==> config.mk <==
export PLATFORM = sky130hd
export DESIGN_NAME = bra_arbiter
export DESIGN_NICKNAME = d
export VERILOG_FILES = /design/src/bra_pkg.sv /design/src/bra_prio_enc.sv /design/src/bra_grant_dec.sv /design/src/bra_arbiter.sv
export SDC_FILE = /design/constraint.sdc
export NUM_CORES = 1
export LEC_CHECK = 0
export BUFFER_PORTS_ARGS = -buffer_cell sky130_fd_sc_hd__buf_4
export CORE_UTILIZATION = 51
export CTS_CLUSTER_DIAMETER = 80
export CTS_CLUSTER_SIZE = 28
export DETAILED_ROUTE_END_ITERATION = 12
export GPL_TIMING_DRIVEN = 0
export PLACE_DENSITY_LB_ADDON = 0.15
export REMOVE_ABC_BUFFERS = 1
export SETUP_SLACK_MARGIN = 0.2
export SYNTH_ARGS = -nofsm -noshare
export SYNTH_HDL_FRONTEND = slang
export SYNTH_SLANG_ARGS = --single-unit
==> constraint.sdc <==
create_clock -name REF_CLK_IN -period 2.9 [get_ports REF_CLK_IN]
set_input_delay 0.435 -clock REF_CLK_IN [delete_from_list [all_inputs] [get_ports REF_CLK_IN]]
set_output_delay 0.435 -clock REF_CLK_IN [all_outputs]
set_load 0.01 [all_outputs]
==> src/bra_pkg.sv <==
package bra_pkg;

   // ==========================================================
   // Sizes
   // ==========================================================
   localparam int NUM_APP = 8;
   localparam int IDX_W = 3;

   // ==========================================================
   // Types
   // ==========================================================
   // Reservation states, binary coded.
   typedef enum logic [1:0] {
      ST_IDLE     = 2'h0,
      ST_WAIT_ACK = 2'h1,
      ST_GRANTED  = 2'h2,
      ST_REMOTE   = 2'h3
   } bra_state_t;

   // Remote bay word from the remote bay input chain.
   typedef struct packed {
      logic all_ack;
      logic remote_request_flag;
      logic remote_request_valid;
   } bra_remote_t;

   // Word passed between chained arbiters.
   typedef struct packed {
      logic reserved;
   } bra_chain_t;

   // Complete state of the arbiter.
   typedef struct packed {
      bra_state_t state;
      logic [IDX_W-1:0] idx;
      logic [NUM_APP-1:0] grant;
      logic req_other;
      logic ack;
      logic reserved;
   } bra_regs_t;

   // ==========================================================
   // Reset values
   // ==========================================================
   localparam logic [IDX_W-1:0] IDX_RESET = 3'h0;
   localparam logic [NUM_APP-1:0] GRANT_RESET = 8'h00;
   localparam bra_regs_t REGS_RESET = '{
      state: ST_IDLE,
      idx: IDX_RESET,
      grant: GRANT_RESET,
      req_other: 1'h0,
      ack: 1'h0,
      reserved: 1'h0
   };
   localparam bra_chain_t CHAIN_RESET = '{reserved: 1'h0};

endpackage : bra_pkg

==> src/bra_prio_enc.sv <==
// Finds the lowest-indexed active request.
module bra_prio_enc (
   input wire logic [bra_pkg::NUM_APP-1:0] req_in,
   output logic any_out,
   output logic [bra_pkg::IDX_W-1:0] idx_out
);
   import bra_pkg::*;

   logic [NUM_APP-1:0] lower_busy;
   logic [NUM_APP-1:0] first;

   // ==========================================================
   // Lowest index wins
   // ==========================================================
   // Each bit is first only when no lower bit is requesting.
   assign lower_busy[0] = 1'h0;
   for (genvar i = 0; i < NUM_APP; i++) begin : g_bit
      if (i > 0) begin : g_chain
         assign lower_busy[i] = lower_busy[i-1] | req_in[i-1];
      end
      assign first[i] = req_in[i] & ~lower_busy[i];
   end

   // Encode the single first bit into an index.
   always_comb begin
      idx_out = IDX_RESET;
      for (int k = 0; k < NUM_APP; k++) begin
         if (first[k]) begin
            idx_out = IDX_W'(k);
         end
      end
   end

   assign any_out = |req_in;

endmodule : bra_prio_enc

==> src/bra_grant_dec.sv <==
// Turns a granted index into one grant line per apparatus.
module bra_grant_dec (
   input wire logic en_in,
   input wire logic [bra_pkg::IDX_W-1:0] idx_in,
   output logic [bra_pkg::NUM_APP-1:0] grant_out
);
   import bra_pkg::*;

   // ==========================================================
   // One-hot decode
   // ==========================================================
   // Only the addressed line can be high, so grants stay exclusive.
   for (genvar i = 0; i < NUM_APP; i++) begin : g_line
      assign grant_out[i] = en_in & (idx_in == IDX_W'(i));
   end

endmodule : bra_grant_dec

==> src/bra_arbiter.sv <==
// Bay reservation arbiter: one apparatus of the bay at a time, or the
// whole bay on behalf of another bay.
module bra_arbiter (
   input wire logic REF_CLK_IN,
   input wire logic RST_IN,
   input wire logic [bra_pkg::NUM_APP-1:0] APP_REQ_IN,
   input wire logic [bra_pkg::NUM_APP-1:0] OWN_BAY_ONLY_IN,
   input wire logic RES_BLOCK_IN,
   input wire logic OVERRIDE_IN,
   input wire bra_pkg::bra_remote_t REMOTE_INFO_IN,
   input wire bra_pkg::bra_chain_t CHAIN_LINK_IN,
   output logic [bra_pkg::NUM_APP-1:0] APP_GRANT_OUT,
   output logic REQ_OTHER_BAYS_OUT,
   output logic ACK_TO_OTHER_BAY_OUT,
   output logic RESERVED_OUT,
   output bra_pkg::bra_chain_t CHAIN_LINK_OUT
);
   import bra_pkg::*;

   bra_regs_t st_reg;
   bra_regs_t st_next;
   bra_chain_t chain_reg;
   bra_chain_t chain_next;
   logic any_req;
   logic [IDX_W-1:0] low_idx;
   logic [NUM_APP-1:0] grant_dec;
   logic remote_req;
   logic busy;
   logic held_req;

   // ==========================================================
   // Request selection
   // ==========================================================
   // Every apparatus drives its own line; the lowest one is picked.
   bra_prio_enc u_prio (
      .req_in(APP_REQ_IN),
      .any_out(any_req),
      .idx_out(low_idx)
   );

   // Grant lines for the index that the next state will hold.
   bra_grant_dec u_dec (
      .en_in(st_next.state == ST_GRANTED),
      .idx_in(st_next.idx),
      .grant_out(grant_dec)
   );

   // Remote request counts only when its validity flag is set.
   assign remote_req = REMOTE_INFO_IN.remote_request_flag &
                       REMOTE_INFO_IN.remote_request_valid;

   // A bay held by the first chained instance is busy for this one.
   assign busy = st_reg.reserved | CHAIN_LINK_IN.reserved;

   // Request of the apparatus that owns the reservation.
   assign held_req = APP_REQ_IN[st_reg.idx];

   // ==========================================================
   // Next state
   // ==========================================================
   // All decisions are made here; outputs are registered copies.
   always_comb begin
      st_next = st_reg;
      chain_next = chain_reg;
      unique case (st_reg.state)
         ST_IDLE: begin
            if (!busy && any_req) begin
               st_next.idx = low_idx;
               if (OWN_BAY_ONLY_IN[low_idx] || OVERRIDE_IN) begin
                  st_next.state = ST_GRANTED;
               end else begin
                  st_next.state = ST_WAIT_ACK;
               end
            end else if (!busy && remote_req) begin
               st_next.state = ST_REMOTE;
            end
         end
         ST_WAIT_ACK: begin
            if (!held_req) begin
               st_next.state = ST_IDLE;
            end else if (REMOTE_INFO_IN.all_ack || OVERRIDE_IN) begin
               st_next.state = ST_GRANTED;
            end
         end
         ST_GRANTED: begin
            if (!held_req) begin
               st_next.state = ST_IDLE;
            end
         end
         ST_REMOTE: begin
            if (!remote_req) begin
               st_next.state = ST_IDLE;
            end
         end
      endcase
      // The block input refuses and clears everything.
      if (RES_BLOCK_IN) begin
         st_next.state = ST_IDLE;
      end
      // Registered outputs follow the next state. A grant already held
      // keeps its other-bay request, so a later change of the override
      // input cannot raise it in the middle of an override reservation.
      st_next.grant = grant_dec;
      if ((st_reg.state == ST_GRANTED) && (st_next.state == ST_GRANTED)) begin
         st_next.req_other = st_reg.req_other;
      end else begin
         st_next.req_other = (st_next.state == ST_WAIT_ACK) ||
            ((st_next.state == ST_GRANTED) &&
             !OWN_BAY_ONLY_IN[st_next.idx] && !OVERRIDE_IN);
      end
      st_next.ack = (st_next.state == ST_REMOTE);
      st_next.reserved = (st_next.state != ST_IDLE);
      chain_next.reserved = st_next.reserved |
         (CHAIN_LINK_IN.reserved & ~RES_BLOCK_IN);
   end

   // ==========================================================
   // State register
   // ==========================================================
   // One register for the whole state and one for the chain output.
   always_ff @(posedge REF_CLK_IN or posedge RST_IN) begin
      if (RST_IN) begin
         st_reg <= REGS_RESET;
         chain_reg <= CHAIN_RESET;
      end else begin
         st_reg <= st_next;
         chain_reg <= chain_next;
      end
   end

   // ==========================================================
   // Outputs
   // ==========================================================
   // All outputs come straight from flip-flops.
   assign APP_GRANT_OUT = st_reg.grant;
   assign REQ_OTHER_BAYS_OUT = st_reg.req_other;
   assign ACK_TO_OTHER_BAY_OUT = st_reg.ack;
   assign RESERVED_OUT = st_reg.reserved;
   assign CHAIN_LINK_OUT = chain_reg;

   // ==========================================================
   // Assertions
   // ==========================================================
   // Free bay seen by this instance, used by several properties.
   logic free_now;
   assign free_now = (st_reg.state == ST_IDLE) && !CHAIN_LINK_IN.reserved &&
                     !RES_BLOCK_IN;

   // Blocking clears every output at the next edge.
   property p_block_clear;
      @(posedge REF_CLK_IN) disable iff (RST_IN)
      RES_BLOCK_IN |=> (APP_GRANT_OUT == GRANT_RESET) &&
         !REQ_OTHER_BAYS_OUT && !ACK_TO_OTHER_BAY_OUT && !RESERVED_OUT;
   endproperty
   a_block_clear: assert property (p_block_clear)
      else $error("Outputs not cleared after block.");

   // Blocked bay accepts nothing for as long as the block lasts.
   property p_block_refuse;
      @(posedge REF_CLK_IN) disable iff (RST_IN)
      RES_BLOCK_IN [*2] |-> !RESERVED_OUT;
   endproperty
   a_block_refuse: assert property (p_block_refuse)
      else $error("Reservation made while blocked.");

   // At most one grant, and only while reserved.
   property p_one_grant;
      @(posedge REF_CLK_IN) disable iff (RST_IN)
      $onehot0(APP_GRANT_OUT) && ((APP_GRANT_OUT != 0) -> RESERVED_OUT);
   endproperty
   a_one_grant: assert property (p_one_grant)
      else $error("More than one grant or grant without reservation.");

   // A held grant is not moved to another requester.
   property p_no_second;
      @(posedge REF_CLK_IN) disable iff (RST_IN)
      (st_reg.state == ST_GRANTED) && held_req && !RES_BLOCK_IN
      |=> $stable(APP_GRANT_OUT);
   endproperty
   a_no_second: assert property (p_no_second)
      else $error("Grant changed while reserved.");

   // Own-bay-only request on a free bay is granted to its own line.
   property p_own_grant;
      @(posedge REF_CLK_IN) disable iff (RST_IN)
      free_now && $onehot(APP_REQ_IN) && ((APP_REQ_IN & OWN_BAY_ONLY_IN) != 0)
      |=> (APP_GRANT_OUT == $past(APP_REQ_IN)) && !REQ_OTHER_BAYS_OUT;
   endproperty
   a_own_grant: assert property (p_own_grant)
      else $error("Own-bay-only request not granted.");

   // Own-bay-only apparatuses never raise the other-bay request.
   property p_own_only;
      @(posedge REF_CLK_IN) disable iff (RST_IN)
      (OWN_BAY_ONLY_IN == 8'hFF) [*2] |-> !REQ_OTHER_BAYS_OUT;
   endproperty
   a_own_only: assert property (p_own_only)
      else $error("Other-bay request for own-bay-only apparatus.");

   // Other-bay request waits for acknowledge before any grant.
   property p_wait;
      @(posedge REF_CLK_IN) disable iff (RST_IN)
      free_now && (APP_REQ_IN != 0) && !OWN_BAY_ONLY_IN[low_idx] &&
      !OVERRIDE_IN |=> REQ_OTHER_BAYS_OUT && (APP_GRANT_OUT == GRANT_RESET);
   endproperty
   a_wait: assert property (p_wait)
      else $error("Other bays not requested or grant given early.");

   // Acknowledge from all bays grants the waiting apparatus.
   property p_ack_grant;
      @(posedge REF_CLK_IN) disable iff (RST_IN)
      (st_reg.state == ST_WAIT_ACK) && REMOTE_INFO_IN.all_ack && held_req &&
      !RES_BLOCK_IN |=> APP_GRANT_OUT[$past(st_reg.idx)];
   endproperty
   a_ack_grant: assert property (p_ack_grant)
      else $error("Acknowledge did not give the grant.");

   // Override grants at once.
   property p_override;
      @(posedge REF_CLK_IN) disable iff (RST_IN)
      free_now && any_req && OVERRIDE_IN |=> (APP_GRANT_OUT != 0);
   endproperty
   a_override: assert property (p_override)
      else $error("Override did not grant immediately.");

   // Free bay acknowledges a lone remote request and is reserved.
   property p_remote_ack;
      @(posedge REF_CLK_IN) disable iff (RST_IN)
      free_now && !any_req && remote_req
      |=> ACK_TO_OTHER_BAY_OUT && RESERVED_OUT;
   endproperty
   a_remote_ack: assert property (p_remote_ack)
      else $error("Remote request on free bay not acknowledged.");

   // Reserved bay gives no acknowledge to a new remote request.
   property p_remote_busy;
      @(posedge REF_CLK_IN) disable iff (RST_IN)
      RESERVED_OUT && !ACK_TO_OTHER_BAY_OUT && remote_req
      |=> !ACK_TO_OTHER_BAY_OUT;
   endproperty
   a_remote_busy: assert property (p_remote_busy)
      else $error("Acknowledge given while already reserved.");

   // Dropping the request frees the grant at the next edge.
   property p_release;
      @(posedge REF_CLK_IN) disable iff (RST_IN)
      (APP_GRANT_OUT != 0) && ((APP_GRANT_OUT & APP_REQ_IN) == 0)
      |=> (APP_GRANT_OUT == GRANT_RESET) && !RESERVED_OUT;
   endproperty
   a_release: assert property (p_release)
      else $error("Grant not released after request dropped.");

   // A held grant keeps its other-bay request unchanged.
   property p_req_steady;
      @(posedge REF_CLK_IN) disable iff (RST_IN)
      (st_reg.state == ST_GRANTED) && held_req && !RES_BLOCK_IN
      |=> $stable(REQ_OTHER_BAYS_OUT);
   endproperty
   a_req_steady: assert property (p_req_steady)
      else $error("Other-bay request changed during a grant.");

   // Waiting apparatus gets no grant before all bays acknowledge.
   property p_no_early;
      @(posedge REF_CLK_IN) disable iff (RST_IN)
      (st_reg.state == ST_WAIT_ACK) && held_req && !REMOTE_INFO_IN.all_ack &&
      !OVERRIDE_IN && !RES_BLOCK_IN
      |=> (APP_GRANT_OUT == GRANT_RESET) && REQ_OTHER_BAYS_OUT;
   endproperty
   a_no_early: assert property (p_no_early)
      else $error("Grant given before acknowledges.");

   // A bay held by the first instance takes no reservation here.
   property p_chain_hold;
      @(posedge REF_CLK_IN) disable iff (RST_IN)
      CHAIN_LINK_IN.reserved && !RESERVED_OUT |=> !RESERVED_OUT;
   endproperty
   a_chain_hold: assert property (p_chain_hold)
      else $error("Reservation made while first instance reserved.");

   // The chain output passes on a reservation of the first instance.
   property p_chain_pass;
      @(posedge REF_CLK_IN) disable iff (RST_IN)
      CHAIN_LINK_IN.reserved && !RES_BLOCK_IN |=> CHAIN_LINK_OUT.reserved;
   endproperty
   a_chain_pass: assert property (p_chain_pass)
      else $error("Chain output lost the reservation.");

   // An acknowledged remote reservation leaves no own grant or request.
   property p_ack_alone;
      @(posedge REF_CLK_IN) disable iff (RST_IN)
      ACK_TO_OTHER_BAY_OUT |-> RESERVED_OUT && !REQ_OTHER_BAYS_OUT &&
         (APP_GRANT_OUT == GRANT_RESET);
   endproperty
   a_ack_alone: assert property (p_ack_alone)
      else $error("Acknowledge given together with an own reservation.");

   // Withdrawn remote request frees the bay at the next edge.
   property p_remote_free;
      @(posedge REF_CLK_IN) disable iff (RST_IN)
      ACK_TO_OTHER_BAY_OUT && !remote_req
      |=> !ACK_TO_OTHER_BAY_OUT && !RESERVED_OUT;
   endproperty
   a_remote_free: assert property (p_remote_free)
      else $error("Remote reservation not released.");

   // Main scenarios.
   c_own_grant: cover property (@(posedge REF_CLK_IN) disable iff (RST_IN)
      free_now && any_req ##1 (APP_GRANT_OUT != 0));
   c_ack_path: cover property (@(posedge REF_CLK_IN) disable iff (RST_IN)
      REQ_OTHER_BAYS_OUT && (APP_GRANT_OUT == 0) ##1 (APP_GRANT_OUT != 0));
   c_remote: cover property (@(posedge REF_CLK_IN) disable iff (RST_IN)
      ACK_TO_OTHER_BAY_OUT ##1 !ACK_TO_OTHER_BAY_OUT);
   c_block: cover property (@(posedge REF_CLK_IN) disable iff (RST_IN)
      RESERVED_OUT ##1 RES_BLOCK_IN);

endmodule : bra_arbiter

==> Implementation_results.wiki <==
{| class="wikitable"
! Metric !! Value
|-
| Vias per cell || 5.89
|-
| Post-layout utilization of the core || ~66%
|-
| Post-layout worst setup margin || between 0.3 and 0.4 ns
|-
| Worst min-delay path class || input port to async pin
|-
| Clock skew after layout || ~0.0035 ns
|-
| Final setup TNS || 0 ns
|-
| Top Ports || 36
|-
| Post-Syn Area || 0.00121 mm²
|-
| First-pass GRT wire length || ~4.6 mm
|-
| Sum of overflow across all layers after global routing || 0
|-
| Fraction of final layout cells with drive strength greater than 1 || 33.5%
|-
| Flip-flop cell with the highest count after synthesis || dfrtp_1
|-
| Die area || 0.00256 mm²
|-
| Total instance count after detailed placement || 179
|-
| Clk pin slew, worst setup/hold paths || 0.09 ns
|-
| Antenna Nets Post-Route || 0
|-
| Share of async-settable or async-resettable flops after synthesis || 100%
|-
| Initial antenna violation count || 0
|-
| Unique cell type count in the Yosys netlist || 46
|-
| Detailed router's first-iteration violation count || 32
|-
| Setup-failing EPs final || 0
|-
| Net total in the final layout || 180
|-
| Number of failing hold endpoints at the final stage || 0
|-
| Crit path launch type || flop
|-
| Number of CTS-inserted buffers || 3
|-
| Clock Sink Count || 17
|-
| Post-placement worst setup slack || 0.173 ns
|-
| Final min period || 2.54 ns
|-
| Detail Placement HPWL || approximately 2.2 mm
|-
| Post CTS Setup Buffer Count || 0
|-
| Power Density || 781 mW/mm²
|-
| H-tree level count || 1
|-
| Root buf cell || clkbuf_4
|-
| Max Root-Sink Buffers || 2
|-
| Initial cell density of the core || 54.5%
|-
| Synth Register Bits || 17
|-
| Hold slack final || 0.215 ns
|-
| DIE HEIGHT || 50.6 µm
|-
| Standard-cell row count || 17
|-
| Detailed-router iteration count before antenna repair || 4
|-
| Warnings from Yosys || 0
|-
| Max-cap violation count || 0
|-
| DRC errors left || 0
|-
| Maximum frequency from static timing analysis || ~400 MHz
|-
| Headroom to the max-slew limit || 54.7%
|-
| Number of instances in the synthesized netlist || 127
|-
| Average detailed-routed wire length per instance || 15.0 µm
|-
| RSZ-0062 raised after global routing || false
|-
| Mean Syn Cell Area || about 9.5 µm²
|-
| Cell leakage power || 0.667 nW
|-
| EDFF count, synth || 0
|-
| Required time of the critical path || between 3 and 4 ns
|-
| Detailed-route wire length || around 2.7 mm
|-
| Port-buffer cells || 35
|-
| Largest net degree at the start of global routing || 18
|-
| Sequential cell area fraction in the yosys report || 35.3%
|-
| Vias after detailed routing || 1,078
|-
| Crit Reg-Reg Startpoint || st_reg[11]$_DFF_PP0_
|-
| Antenna diode count || 0
|-
| Most frequent cells in the layout || buf_4 (35), dfrtp_1 (17), nand2_1 (14), nor2_1 (10)
|-
| IR drop worst, VDD || 0.471 mV
|-
| X dimension of the die || 50.6 µm
|-
| Number of flip-flops in the largest register || 8
|-
| Max-slew violation count || 0
|-
| Clock insertion delay at the later pin of the skew report || 0.29 ns
|-
| Run status || complete, no violations
|-
| CTS tree || yes
|-
| Area of the core region || 0.00221 mm²
|-
| Total global routing track utilization || a little under a quarter
|-
| Non-Filler Instances || 183
|-
| Commonest non-fill, non-tap cell in the layout || buf_4
|-
| Startpoint of the most critical setup path || st_reg[11]$_DFF_PP0_
|-
| Kind of capture point of the worst setup path || flop
|-
| Signed area change from the synthesized netlist to the final layout || 20.2%
|-
| Vias in the first global route || 983
|-
| Pin slew with the least headroom to its limit || about 0.67 ns
|-
| Worst Setup Path Type || flop to flop
|-
| Period utilization || 87.7%
|-
| Final estimated routing congestion in global placement || between 0.8 and 0.9
|-
| Arr. time, crit path || roughly 2.7 ns
|-
| Maximum fanout along the worst path || 13
|}
cell usage after synthesis (3+ instances only):
library cell,n,share of area (%)
nand2_1,14,4.4
dfrtp_1,17,35
a31oi_1,4,2.1
mux2i_1,3,2.5
nor4b_1,9,6.5
buf_4,8,5.0
nand3_1,4,1.7
nor2_1,10,3.1
inv_1,9,2.8
worst paths after layout:
kind	to	slack (ns)	depth (start not counted)
setup reg to reg	APP_GRANT_OUT[6]$_DFF_PP0_	0.36	7
hold / removal	st_reg[15]$_DFF_PP0_	0.22	2
setup / recovery	APP_GRANT_OUT[6]$_DFF_PP0_	0.36	7
hold reg to reg	APP_GRANT_OUT[0]$_DFF_PP0_	0.72	3
max in group asynchronous	APP_GRANT_OUT[6]$_DFF_PP0_	2.29	2
min in group REF_CLK_IN	CHAIN_LINK_OUT$_DFF_PP0_	0.41	3
kinds of logic (layout without fill, tap and decap cells):
kind of cell | count (synthesis) | after routing | share of synthesized area, %
compound gates | 25 | 25 | 18.9
buf+inv | 21 | 49 | 9.96
flops | 17 | 17 | 35.3
mux | 7 | 7 | 8.09
simple gates | 57 | 57 | 27.8
cell type report:
class	instances	area, µm²
timing repair buffer	35	263
inverter	10	40.0
sequential	17	425
clock buffer	4	26.3
tap	28	35.0
fill	202	762
multi-input combinational	89	661
worst max-delay path, cell delays in order, from the launching register on:
cell      delay [ns]
dfrtp_1         0.46
mux4_2          0.36
mux2i_1         0.12
o211ai_1        0.22
a21oi_1         0.09
or2_2           0.26
nand3b_1        0.43
nor4b_1         0.47
per-stage QoR:
| step | area (µm²) | total power [mW] |
|---|---|---|
| 2_1_floorplan | 1130 | 0.808 |
| 3_3_place_gp | 1420 | 0.997 |
| 3_5_place_dp | 1420 | 1.01 |
| 4_1_cts | 1450 | 1.13 |
| 5_1_grt | 1450 | 1.21 |
| 6_report | 1450 | 1.13 |
power by group:
part / switching (mW) / total (mW) / internal (mW) / leakage (nW)
Sequential: 0.0694 / 0.378 / 0.309 / 0.224
Combinational: 0.357 / 0.632 / 0.275 / 0.428
Clock: 0.0693 / 0.123 / 0.0535 / 0.0150
timing repair:
| action | CTS | global route |
|---|---|---|
| hold buffers | 0 | 0 |
| resized for setup | 0 | 0 |
| setup endpoints to repair | 0 | 1 |
metal layers:
metal / up-vias / share of wire [%] / global-route usage [%]
met5: - / 0 / 0
met4: 0 / 0 / 2.78
met3: 0 / 7.3 / 6.36
met2: 50 / 49 / 38.4
met1: 503 / 44 / 32.6
li1: 525 / - / -
No activity file was read; power rests on OpenSTA's default activity.
